`src/verilog/svc_regs_pkg.sv`:
```
// constants for the gateway service and flow register bank
// assumes a 100 MHz reference clock and register numbers as seen by the serial master
package svc_regs_pkg;

    // register numbers
    localparam logic [15:0] REG_ABS_FLOW = 16'h0010;
    localparam logic [15:0] REG_NOM_FLOW = 16'h0011;
    localparam logic [15:0] REG_BAUD = 16'h03E9;
    localparam logic [15:0] REG_ADDR = 16'h03EA;
    localparam logic [15:0] REG_DELAY = 16'h03EB;
    localparam logic [15:0] REG_FW = 16'h03EC;

    // flow availability
    localparam logic [15:0] FLOW_NOT_AVAIL = 16'hFFFF;
    localparam logic [3:0] ACT_TYPE_FLOW = 4'h5;

    // reply delay in ms
    localparam logic [15:0] DELAY_RESET_MS = 16'h0002;
    localparam logic [15:0] DELAY_MIN_MS = 16'h0002;
    localparam logic [15:0] DELAY_MAX_MS = 16'h0064;
    localparam logic [15:0] DELAY_FIXED_MS = 16'h0004;

    // slave address range
    localparam logic [7:0] ADDR_MIN = 8'h01;
    localparam logic [7:0] ADDR_MAX = 8'hF7;

    // baud rate divided by 100, indexed by the switch code
    localparam logic [15:0] BAUD_9600_DIV100 = 16'h0060;
    localparam logic [15:0] BAUD_TABLE [0:7] = '{
        16'h0060, 16'h00C0, 16'h0180, 16'h0240,
        16'h0480, 16'h0060, 16'h0060, 16'h0060
    };

    // timing
    localparam int CLK_PERIOD_NS = 10;
    localparam int MS_IN_NS = 1000000;
    localparam int CYCLES_PER_MS_DEF = MS_IN_NS / CLK_PERIOD_NS;

    // units of the flow registers
    typedef enum logic [1:0] {
        UNIT_NONE = 2'b00,
        UNIT_M3H = 2'b01,
        UNIT_PA = 2'b10,
        UNIT_LMIN = 2'b11
    } flow_unit_t;

    // reply sequencer
    typedef enum logic [1:0] {
        ST_IDLE = 2'b00,
        ST_WAIT = 2'b01
    } rsp_state_t;

endpackage

```
`src/verilog/modbus_service_regs.sv`:
```
// service and flow register bank of the serial gateway, slave side
// assumes decoded holding-register requests from the serial front end,
// switch and actuator inputs synchronous to REF_CLK_IN
module modbus_service_regs #(
    parameter int CYCLES_PER_MS = svc_regs_pkg::CYCLES_PER_MS_DEF,
    // value is arbitrary
    parameter logic [15:0] FW_REVISION = 16'h0100
) (
    // clock and reset
    input wire logic REF_CLK_IN,
    input wire logic RST_N_IN,
    // configuration switches
    input wire logic [2:0] BAUD_SW_IN,
    input wire logic [7:0] ADDR_SW_IN,
    input wire logic PARITY_EVEN_SW_IN,
    // tool socket
    input wire logic TOOL_DETECT_IN,
    // addressed actuator
    input wire logic [3:0] ACT_TYPE_IN,
    input wire logic VALVE_UNIT_IN,
    input wire logic STATIC_PRESSURE_MODE_IN,
    input wire logic [15:0] ABS_FLOW_IN,
    input wire logic [15:0] NOM_FLOW_IN,
    // register request
    input wire logic REQ_VALID_IN,
    input wire logic REQ_WRITE_IN,
    input wire logic [15:0] REQ_REG_IN,
    input wire logic [15:0] REQ_WDATA_IN,
    // register answer
    output logic BUSY_OUT,
    output logic RSP_VALID_OUT,
    output logic RSP_ERR_OUT,
    output logic [15:0] RSP_DATA_OUT,
    // serial configuration, field bus and flow unit
    output logic [15:0] BAUD_DIV100_OUT,
    output logic [7:0] SLAVE_ADDR_OUT,
    output logic PARITY_EVEN_OUT,
    output logic STOP_TWO_OUT,
    output logic FIELDBUS_SUSPEND_OUT,
    output svc_regs_pkg::flow_unit_t FLOW_UNIT_OUT
);
    svc_regs_pkg::rsp_state_t state_q, state_d;
    logic [15:0] delay_q;
    logic [15:0] eff_ms_q;
    logic [15:0] data_d;
    logic err_d;
    logic take;
    logic timer_done;
    logic [15:0] abs_val, nom_val;
    svc_regs_pkg::flow_unit_t nom_unit;
    logic [15:0] baud_val;
    logic [7:0] addr_val;
    logic is_9600;
    logic [15:0] eff_ms;
    logic delay_ok;
    logic delay_wr;

    // requests arriving while busy are dropped, not queued
    assign take = REQ_VALID_IN && (state_q == svc_regs_pkg::ST_IDLE);

    assign baud_val = svc_regs_pkg::BAUD_TABLE[BAUD_SW_IN];
    assign is_9600 = (baud_val == svc_regs_pkg::BAUD_9600_DIV100);

    assign addr_val = (ADDR_SW_IN < svc_regs_pkg::ADDR_MIN) ? svc_regs_pkg::ADDR_MIN :
                      (ADDR_SW_IN > svc_regs_pkg::ADDR_MAX) ? svc_regs_pkg::ADDR_MAX :
                      ADDR_SW_IN;

    // a delay write counts from the next request on, not the writing one
    // fixed delay at 9600
    assign eff_ms = is_9600 ? svc_regs_pkg::DELAY_FIXED_MS : delay_q;

    // out-of-range delay writes are refused, not clipped
    assign delay_ok = (REQ_WDATA_IN >= svc_regs_pkg::DELAY_MIN_MS) &&
                      (REQ_WDATA_IN <= svc_regs_pkg::DELAY_MAX_MS);
    assign delay_wr = take && REQ_WRITE_IN && (REQ_REG_IN == svc_regs_pkg::REG_DELAY) && delay_ok;

    flow_value_gate u_abs_gate (
        .act_type_in(ACT_TYPE_IN),
        .valve_unit_in(VALVE_UNIT_IN),
        .static_pressure_mode_in(STATIC_PRESSURE_MODE_IN),
        .raw_in(ABS_FLOW_IN),
        .value_out(abs_val),
        .unit_out()
    );

    flow_value_gate u_nom_gate (
        .act_type_in(ACT_TYPE_IN),
        .valve_unit_in(VALVE_UNIT_IN),
        .static_pressure_mode_in(STATIC_PRESSURE_MODE_IN),
        .raw_in(NOM_FLOW_IN),
        .value_out(nom_val),
        .unit_out(nom_unit)
    );

    always_comb begin
        data_d = 16'h0000;
        err_d = 1'b0;
        if (REQ_WRITE_IN) begin
            err_d = !((REQ_REG_IN == svc_regs_pkg::REG_DELAY) && delay_ok);
        end else begin
            case (REQ_REG_IN)
                svc_regs_pkg::REG_ABS_FLOW: data_d = abs_val;
                svc_regs_pkg::REG_NOM_FLOW: data_d = nom_val;
                svc_regs_pkg::REG_BAUD: data_d = baud_val;
                svc_regs_pkg::REG_ADDR: data_d = {8'h00, addr_val};
                svc_regs_pkg::REG_DELAY: data_d = eff_ms;
                svc_regs_pkg::REG_FW: data_d = FW_REVISION;
                default: err_d = 1'b1;
            endcase
        end
    end

    always_comb begin
        state_d = state_q;
        case (state_q)
            svc_regs_pkg::ST_IDLE: if (take) state_d = svc_regs_pkg::ST_WAIT;
            svc_regs_pkg::ST_WAIT: if (timer_done) state_d = svc_regs_pkg::ST_IDLE;
            default: state_d = svc_regs_pkg::ST_IDLE;
        endcase
    end

    reply_delay_timer #(
        .CYCLES_PER_MS(CYCLES_PER_MS)
    ) u_timer (
        .clk_in(REF_CLK_IN),
        .rst_n_in(RST_N_IN),
        .start_in(take),
        .delay_ms_in(eff_ms),
        .done_out(timer_done)
    );

    always_ff @(posedge REF_CLK_IN or negedge RST_N_IN) begin
        if (!RST_N_IN) begin
            state_q <= svc_regs_pkg::ST_IDLE;
            delay_q <= svc_regs_pkg::DELAY_RESET_MS;
            eff_ms_q <= svc_regs_pkg::DELAY_RESET_MS;
            BUSY_OUT <= 1'b0;
            RSP_VALID_OUT <= 1'b0;
            RSP_ERR_OUT <= 1'b0;
            RSP_DATA_OUT <= 16'h0000;
        end else begin
            state_q <= state_d;
            BUSY_OUT <= (state_d != svc_regs_pkg::ST_IDLE);
            RSP_VALID_OUT <= (state_q == svc_regs_pkg::ST_WAIT) && timer_done;
            if (delay_wr) delay_q <= REQ_WDATA_IN;
            // answer frozen at take, later input changes cannot tear it
            if (take) begin
                eff_ms_q <= eff_ms;
                RSP_DATA_OUT <= data_d;
                RSP_ERR_OUT <= err_d;
            end
        end
    end

    // status and pin-facing outputs, one flop each
    always_ff @(posedge REF_CLK_IN or negedge RST_N_IN) begin
        if (!RST_N_IN) begin
            BAUD_DIV100_OUT <= 16'h0000;
            SLAVE_ADDR_OUT <= 8'h00;
            PARITY_EVEN_OUT <= 1'b0;
            STOP_TWO_OUT <= 1'b1;
            FIELDBUS_SUSPEND_OUT <= 1'b1;
            FLOW_UNIT_OUT <= svc_regs_pkg::UNIT_NONE;
        end else begin
            BAUD_DIV100_OUT <= baud_val;
            SLAVE_ADDR_OUT <= addr_val;
            PARITY_EVEN_OUT <= PARITY_EVEN_SW_IN;
            STOP_TWO_OUT <= !PARITY_EVEN_SW_IN;
            FIELDBUS_SUSPEND_OUT <= TOOL_DETECT_IN;
            FLOW_UNIT_OUT <= nom_unit;
        end
    end

    // helpers read only by the checks below
    logic [31:0] wait_cnt_q;
    logic first_q;
    always_ff @(posedge REF_CLK_IN or negedge RST_N_IN) begin
        if (!RST_N_IN) begin
            wait_cnt_q <= 32'h0000_0000;
            first_q <= 1'b1;
        end else begin
            first_q <= 1'b0;
            if (take) wait_cnt_q <= 32'h0000_0000;
            else if (state_q == svc_regs_pkg::ST_WAIT) wait_cnt_q <= wait_cnt_q + 32'h0000_0001;
        end
    end
endmodule // modbus_service_regs

```
`src/verilog/flow_value_gate.sv`:
```
// gates one flow register by actuator category and gives its unit
// assumes actuator information is stable while it is sampled
module flow_value_gate (
    // actuator description
    input wire logic [3:0] act_type_in,
    input wire logic valve_unit_in,
    input wire logic static_pressure_mode_in,
    // raw and gated value
    input wire logic [15:0] raw_in,
    output logic [15:0] value_out,
    output svc_regs_pkg::flow_unit_t unit_out
);
    logic is_flow_type;
    assign is_flow_type = (act_type_in == svc_regs_pkg::ACT_TYPE_FLOW);

    assign value_out = is_flow_type ? raw_in : svc_regs_pkg::FLOW_NOT_AVAIL;

    assign unit_out = !is_flow_type ? svc_regs_pkg::UNIT_NONE :
                      valve_unit_in ? svc_regs_pkg::UNIT_LMIN :
                      static_pressure_mode_in ? svc_regs_pkg::UNIT_PA :
                      svc_regs_pkg::UNIT_M3H;
endmodule // flow_value_gate

```
`src/verilog/reply_delay_timer.sv`:
```
// counts a reply delay in whole milliseconds, then pulses done
// assumes start only while idle and delay_ms of at least one
module reply_delay_timer #(
    parameter int CYCLES_PER_MS = svc_regs_pkg::CYCLES_PER_MS_DEF
) (
    // clock and reset
    input wire logic clk_in,
    input wire logic rst_n_in,
    // control
    input wire logic start_in,
    input wire logic [15:0] delay_ms_in,
    output logic done_out
);
    localparam int PW = $clog2(CYCLES_PER_MS + 1);
    localparam logic [PW-1:0] PRE_LAST = PW'(CYCLES_PER_MS - 1);

    logic run_q;
    logic [PW-1:0] pre_q;
    logic [15:0] ms_left_q;
    logic wrap;
    logic last_ms;

    assign wrap = run_q && (pre_q == PRE_LAST);
    assign last_ms = (ms_left_q == 16'h0001);

    always_ff @(posedge clk_in or negedge rst_n_in) begin
        if (!rst_n_in) begin
            run_q <= 1'b0;
            pre_q <= '0;
            ms_left_q <= 16'h0000;
            done_out <= 1'b0;
        end else begin
            done_out <= wrap && last_ms;
            if (start_in) begin
                run_q <= 1'b1;
                pre_q <= '0;
                ms_left_q <= delay_ms_in;
            end else if (wrap) begin
                pre_q <= '0;
                ms_left_q <= ms_left_q - 16'h0001;
                run_q <= !last_ms;
            end else if (run_q) begin
                pre_q <= pre_q + PW'(1);
            end
        end
    end
endmodule // reply_delay_timer

```
`config.mk`:
```
export PLATFORM = sky130hd
export DESIGN_NAME = modbus_service_regs
export DESIGN_NICKNAME = d
export VERILOG_FILES = /design/src/verilog/svc_regs_pkg.sv /design/src/verilog/modbus_service_regs.sv /design/src/verilog/flow_value_gate.sv /design/src/verilog/reply_delay_timer.sv
export SDC_FILE = /design/constraint.sdc
export NUM_CORES = 1
export LEC_CHECK = 0
export ABC_AREA = 0
export BUFFER_PORTS_ARGS = -buffer_cell sky130_fd_sc_hd__buf_4
export CORE_MARGIN = 8
export CORE_UTILIZATION = 30
export DETAILED_ROUTE_END_ITERATION = 6
export HOLD_SLACK_MARGIN = 0.05
export RECOVER_POWER = 50
export SLEW_MARGIN = 20
export SYNTH_ARGS = -nofsm -noshare
export SYNTH_HDL_FRONTEND = slang
export SYNTH_SLANG_ARGS = --single-unit
export TNS_END_PERCENT = 100
```
`constraint.sdc`:
```
create_clock -name REF_CLK_IN -period 2.6 [get_ports REF_CLK_IN]
set_clock_uncertainty 0.2 [all_clocks]
set_input_delay 0.13 -clock REF_CLK_IN [delete_from_list [all_inputs] [get_ports REF_CLK_IN]]
set_output_delay 0.13 -clock REF_CLK_IN [all_outputs]
set_load 0.05 [all_outputs]
```
==> flow_summary_export.csv, run 1 <==
group,metric,value,unit
synthesis,synth_area_leaders,"dfrtp_1, xor2_1, nand2_1, mux2i_1, nor2_1",
clock_network,cts_tree,"yes",
critical_path,critPathArrivalTime,2.36,ns
global_routing,grt_max_degree,69,
synthesis,synth_cells,470,
placement,port_buffers,124,
clock_network,clock_latency,0.35,ns
job,cap_violations,1,
global_routing,grt_use_met2,0.245,
clock_network,cts-htree-levels,3,
detailed_routing,firstDrtPassIters,4,
global_routing,overflow,0,
global_routing,antenna_found_initial,0,
synthesis,yosys.area.top_type,"dfrtp_1",
detailed_routing,vias_per_cell,4.81,
synthesis,netlist.area_leader.share,0.464,
global_routing,grtUsageMet3,0.0494,
finish,register_area,0.00228,sq mm
detailed_routing,ant_nets,0,
global_routing,grt_first_pass_wirelength,22700,um
min_path,hold_class,"input pin to flip-flop",
placement,place_congestion,0.795,
floorplan,core-area,0.0157,sq mm
min_path,hold_depth,5,
floorplan,start_util,0.303,
timing,setup_viol,0,
status,violations,"capacitance limit, slew limit",
floorplan,die_width,142,um
power,vdd_drop_max,307,uV
detailed_routing,num_vias,4108,
finish,syn_to_final_growth,35.2,%
detailed_routing,drt_iter0_drc,237,
power,total_power,0.00332,W
synthesis,yosysSeqAreaShare,0.481,
timing,min_period,2.36,ns
finish,antenna_cells,0,
floorplan,die_area,0.0201,sq mm
critical_path,r2r_cells,5,
detailed_routing,drc,0,
synthesis,synth_area_per_cell,10.1,sq um
critical_path,cp-end-kind,"flip-flop",
global_routing,busiest_layer,"met2",
clock_network,cts_root_buf,"clkbuf_16",
synthesis,yosysUniqueCellTypes,60,
detailed_routing,avgRoutedWirePerCell,16.1,um
timing,timing.final.hold_violations,0,
power,cellPowerDensity,518,mW/mm^2
global_routing,gr-usage-met1,0.166,
finish,fin_nets,727,
clock_network,clockBufferDepth,2,
timing,grt_setup_unrepaired,"false",
synthesis,synth_edf_count,0,
placement,place_hpwl,10400,um
floorplan,die_h,142,um
clock_network,cts_buffers,9,
timing,tightest_slew,1.70,ns
finish,mostFrequentLayoutCells,"buf_4, dfrtp_1, nand2_1",
finish,multi_input_area,0.00225,sq mm
critical_path,cp_data_required_time,2.60,ns
synthesis,yosys_warnings,0,
timing,tns,0,ns
timing,clock.fmax,424,MHz
critical_path,path_max_fanout,10,
global_routing,grt_pass1_vias,4491,
timing,slew_viol_final,69,
synthesis,synthesis.area,0.00474,sq mm
synthesis,synthFlopType,"dfrtp_1",
clock_network,cts_sinks,91,
finish,final_area,0.00641,sq mm
timing,relSlewSlack,-0.136,
floorplan,ioPinCount,135,
power,leakage,2.83,nW
status,run_status,"complete, but fails checks",
finish,mostFrequentLayoutCell,"buf_4",
synthesis,async_reset_ff_frac,1.00,
synthesis,ys_ff_latch,91,
detailed_routing,routed_wl,13700,um
clock_network,clk_pin_slew,0.07,ns
critical_path,crit_type,"input pin to flip-flop",
clock_network,cts_resized,0,
critical_path,cp-start-kind,"input pin",
floorplan,placementRows,46,
finish,layout-drive-gt1-share,0.219,
finish,nFillCells,1608,
global_routing,track_usage,0.143,
placement,placed_cell_area,0.00590,sq mm
timing,period_share,0.907,
[timing repair]
| action | in CTS | in global routing |
|---|---|---|
| hold buffers | 39 | 0 |
| hold endpoints to repair | 104 | 0 |
| setup buffers | 0 | 0 |
[cells in the mapped netlist, types with 7 or more instances]
library cell	instances
buf_4	11
clkbuf_1	21
nand2_1	44
inv_1	13
o21ai_1	18
nand3_1	7
mux2_1	8
xor2_1	22
nor2_1	33
nor3_1	12
o21ai_0	9
nand4_1	13
ha_1	7
nor4_1	13
a221oi_1	10
a21oi_1	22
dfrtp_1	88
xnor2_1	8
and2_1	9
mux2i_1	13
[logic make-up (layout without fill, tap and decap cells)]
kind of cell    Yosys count  after routing  synth area share
compound gates           85             85             0.121
flops                    91             91             0.481
fa+ha+maj                 7              7            0.0185
xor+xnor                 30             30            0.0554
mux                      23             23            0.0512
other cells               1             11          0.000791
simple gates            182            182             0.218
buf+inv                  51            209            0.0538
[final cells by class]
class	instances	share of cell area
multi-input cells	338	0.351
repair buffers	178	0.199
well taps	216	0.0422
clock inverters	7	0.00800
flip-flops and latches	91	0.356
inverters	15	0.00878
clock buffers	9	0.0351
[critical path, cell delays in order]
cell           delay (ns)
dlygate4sd3_1        0.54
clkbuf_1             0.20
or4b_1               0.55
o2bb2ai_1            0.15
buf_4                0.15
nor4_4               0.05
buf_4                0.16
a221oi_1             0.33
o21ai_1              0.10
[routing by layer]
metal	wire length, um	share of wire
met3	903	0.066
met2	6860	0.50
met4	116	0.0084
met5	0	0
met1	5850	0.43
[worst paths after layout]
kind	start	to	slack [ns]
setup / recovery	BAUD_SW_IN[2]	RSP_DATA_OUT[9]$_DFFE_PN0P_	0.24
hold / removal	ABS_FLOW_IN[4]	RSP_DATA_OUT[4]$_DFFE_PN0P_	0.07
setup reg to reg	u_timer.ms_left_q[6]$_DFFE_PN0P_	u_timer.ms_left_q[12]$_DFFE_PN0P_	0.30
hold reg to reg	RSP_DATA_OUT[8]$_DFFE_PN0P_	RSP_DATA_OUT[8]$_DFFE_PN0P_	0.29
max in group asynchronous	RST_N_IN	RSP_VALID_OUT$_DFF_PN0_	0.62
min in group asynchronous	RST_N_IN	u_timer.pre_q[11]$_DFFE_PN0P_	0.56
[sequential cells by signal, indices dropped and copies added, names as in the netlist]
| signal | cells |
|---|---|
| BAUD_DIV100_OUT | 6 |
| BUSY_OUT | 1 |
| FIELDBUS_SUSPEND_OUT | 1 |
| FLOW_UNIT_OUT | 2 |
| PARITY_EVEN_OUT | 1 |
| RSP_DATA_OUT | 16 |
| RSP_ERR_OUT | 1 |
| RSP_VALID_OUT | 1 |
| SLAVE_ADDR_OUT | 8 |
| STOP_TWO_OUT | 1 |
| delay_q | 16 |
| state_q | 2 |
| u_timer.done_out | 1 |
| u_timer.ms_left_q | 16 |
| u_timer.pre_q | 17 |
| u_timer.run_q | 1 |
[through the flow]
step	util	setup slack, ns	hold WS [ns]	instances
floorplan	-	0.412	-0.366	480
global route	0.410	0.0892	0.0947	854
CTS	0.420	0.223	0.0615	854
detailed placement	0.377	0.129	0.0418	799
global placement	0.377	0.170	0.0400	799
finish	0.410	0.242	0.0662	854
[where the power goes]
group	internal [W]	switching [W]	total (W)
combinational	0.000229	0.000307	0.000536
sequential	0.00148	0.0000636	0.00155
clock	0.000653	0.000583	0.00124
total	0.00237	0.000954	0.00332
No activity file was read; power rests on OpenSTA's default activity.
==> run 2: changes to the inputs <==
Settings changed: CORE_UTILIZATION 30 to 45, PLACE_DENSITY set to 0.71.
==> flow_summary_export.csv, run 2 (synthesized netlist as in run 1, its figures left out) <==
group,metric,value,unit
timing,clock.fmax,425,MHz
timing,grt_setup_unrepaired,"false",
floorplan,die_h,119,um
clock_network,cts-htree-levels,3,
clock_network,cts_tree,"yes",
timing,fin_hold_ws,0.0614,ns
timing,tightest_slew,1.34,ns
timing,period_share,0.905,
floorplan,core-area,0.0103,sq mm
floorplan,die_width,119,um
global_routing,grt_pass1_vias,4494,
finish,top_register,"u_timer.pre_q",
global_routing,grt_max_degree,55,
finish,antenna_cells,0,
critical_path,crit_type,"input pin to flip-flop",
timing,tns,0,ns
detailed_routing,vias_per_cell,5.40,
placement,port_buffers,124,
clock_network,post_cts_buffers,0,
detailed_routing,drc,0,
floorplan,ioPinCount,135,
timing,min_period,2.35,ns
detailed_routing,drt_iter0_drc,214,
finish,fin_nets,727,
detailed_routing,routed_wl,13400,um
status,run_status,"complete, no violations",
job,cap_violations,0,
min_path,hold_class,"input pin to flip-flop",
power,cellPowerDensity,478,mW/mm^2
detailed_routing,avgRoutedWirePerCell,17.3,um
critical_path,cp-end-kind,"flip-flop",
clock_network,clk_pin_slew,0.10,ns
global_routing,overflow,0,
timing,relSlewSlack,0.108,
detailed_routing,ant_nets,0,
critical_path,cp-start-kind,"input pin",
finish,mostFrequentLayoutCell,"buf_4",
finish,final_cell_count_no_fill,774,
floorplan,die_area,0.0141,sq mm
timing,setup_viol,0,
clock_network,clock_latency,0.36,ns
power,leakage,2.87,nW
timing,timing.final.hold_violations,0,
power,vdd_drop_max,294,uV
critical_path,critPathArrivalTime,2.37,ns
detailed_routing,firstDrtPassIters,4,
critical_path,cp_data_required_time,2.62,ns
clock_network,cts_sinks,91,
finish,mostFrequentLayoutCells,"buf_4, dfrtp_1, nand2_1",
clock_network,cts_root_buf,"clkbuf_8",
critical_path,path_max_fanout,11,
clock_network,cts_resized,0,
clock_network,clockBufferDepth,2,
placement,place_hpwl,10100,um
finish,syn_to_final_growth,32.8,%
placement,place_inst,716,
critical_path,r2r_slack,0.28,ns
clock_network,cts_buffers,9,
placement,place_congestion,0.829,
floorplan,start_util,0.462,
timing,slew_viol_final,0,
finish,largest_register_ffs,17,
global_routing,antenna_found_initial,0,
global_routing,track_usage,0.195,
detailed_routing,num_vias,4178,
floorplan,placementRows,37,
finish,layout-drive-gt1-share,0.243,
global_routing,grt_first_pass_wirelength,22700,um
## run 2: cell count changes in the layout (fill, tap and decap cells not counted)
cell / before / now
clkbuf_1: 41 / 23
buf_4: 94 / 109
clkbuf_8: 0 / 10
clkbuf_16: 9 / 0
dlygate4sd3_1: 39 / 42
clkinv_2: 2 / 0
clkbuf_4: 3 / 4
clkinvlp_4: 2 / 1
inv_8: 0 / 1
## run 2: cell type report
cell class	count	area, sq um
fillers	860	3980
flip-flops and latches	91	2280
multi-input cells	338	2250
repair buffers	178	1360
well taps	136	170
clock buffers	11	141
inverters	15	56.3
clock inverters	5	45.0
## run 2: through the flow
step | setup slack, ns | instance area [sq um] | total power (W) | utilization
finish | 0.248 | 6300 | 0.00301 | 0.613
global route | 0.137 | 6300 | 0.00317 | 0.613
CTS | 0.244 | 6400 | 0.00305 | 0.622
detailed placement | 0.0336 | 5790 | 0.00208 | 0.563
global placement | 0.109 | 5790 | 0.00206 | 0.563
floorplan | 0.412 | 4780 | 0.00185 | -
## run 2: power breakdown
part | switching [W] | total [W] | internal (W)
clock network | 0.000537 | 0.000927 | 0.000390
registers | 0.0000621 | 0.00155 | 0.00148
logic | 0.000305 | 0.000539 | 0.000234
total | 0.000904 | 0.00301 | 0.00211
## run 2: worst paths after layout
path                                                   from                                 to  cells after the start
min reg2reg                         delay_q[15]$_DFFE_PN0P_  u_timer.ms_left_q[15]$_DFFE_PN0P_                      2
min in group asynchronous                          RST_N_IN       u_timer.pre_q[9]$_DFFE_PN0P_                      2
max reg2reg                u_timer.ms_left_q[6]$_DFFE_PN0P_  u_timer.ms_left_q[12]$_DFFE_PN0P_                      5
max                                           BAUD_SW_IN[2]        RSP_DATA_OUT[9]$_DFFE_PN0P_                      8
max in group asynchronous                          RST_N_IN     FIELDBUS_SUSPEND_OUT$_DFF_PN1_                      3
min                                          ABS_FLOW_IN[8]        RSP_DATA_OUT[8]$_DFFE_PN0P_                      5
## run 2: worst max-delay path: stages
cell and delay [ns]:
dlygate4sd3_1 0.54, buf_4 0.17, or4b_1 0.51, o2bb2ai_1 0.32
nor4_4 0.08, buf_4 0.19, a221oi_1 0.32, o21ai_1 0.10
## run 2: timing repair
action                     CTS  global route
hold endpoints to repair    96             0
setup endpoints to repair    0             0
hold buffers                42             0
## run 2: per-layer routing
layer  up-vias  share of wire  track usage
met2       158           0.50        0.326
li1       1991              -            -
met5         -              0            0
met3        21          0.075       0.0690
met1      2008           0.41        0.229
met4         0          0.021       0.0656
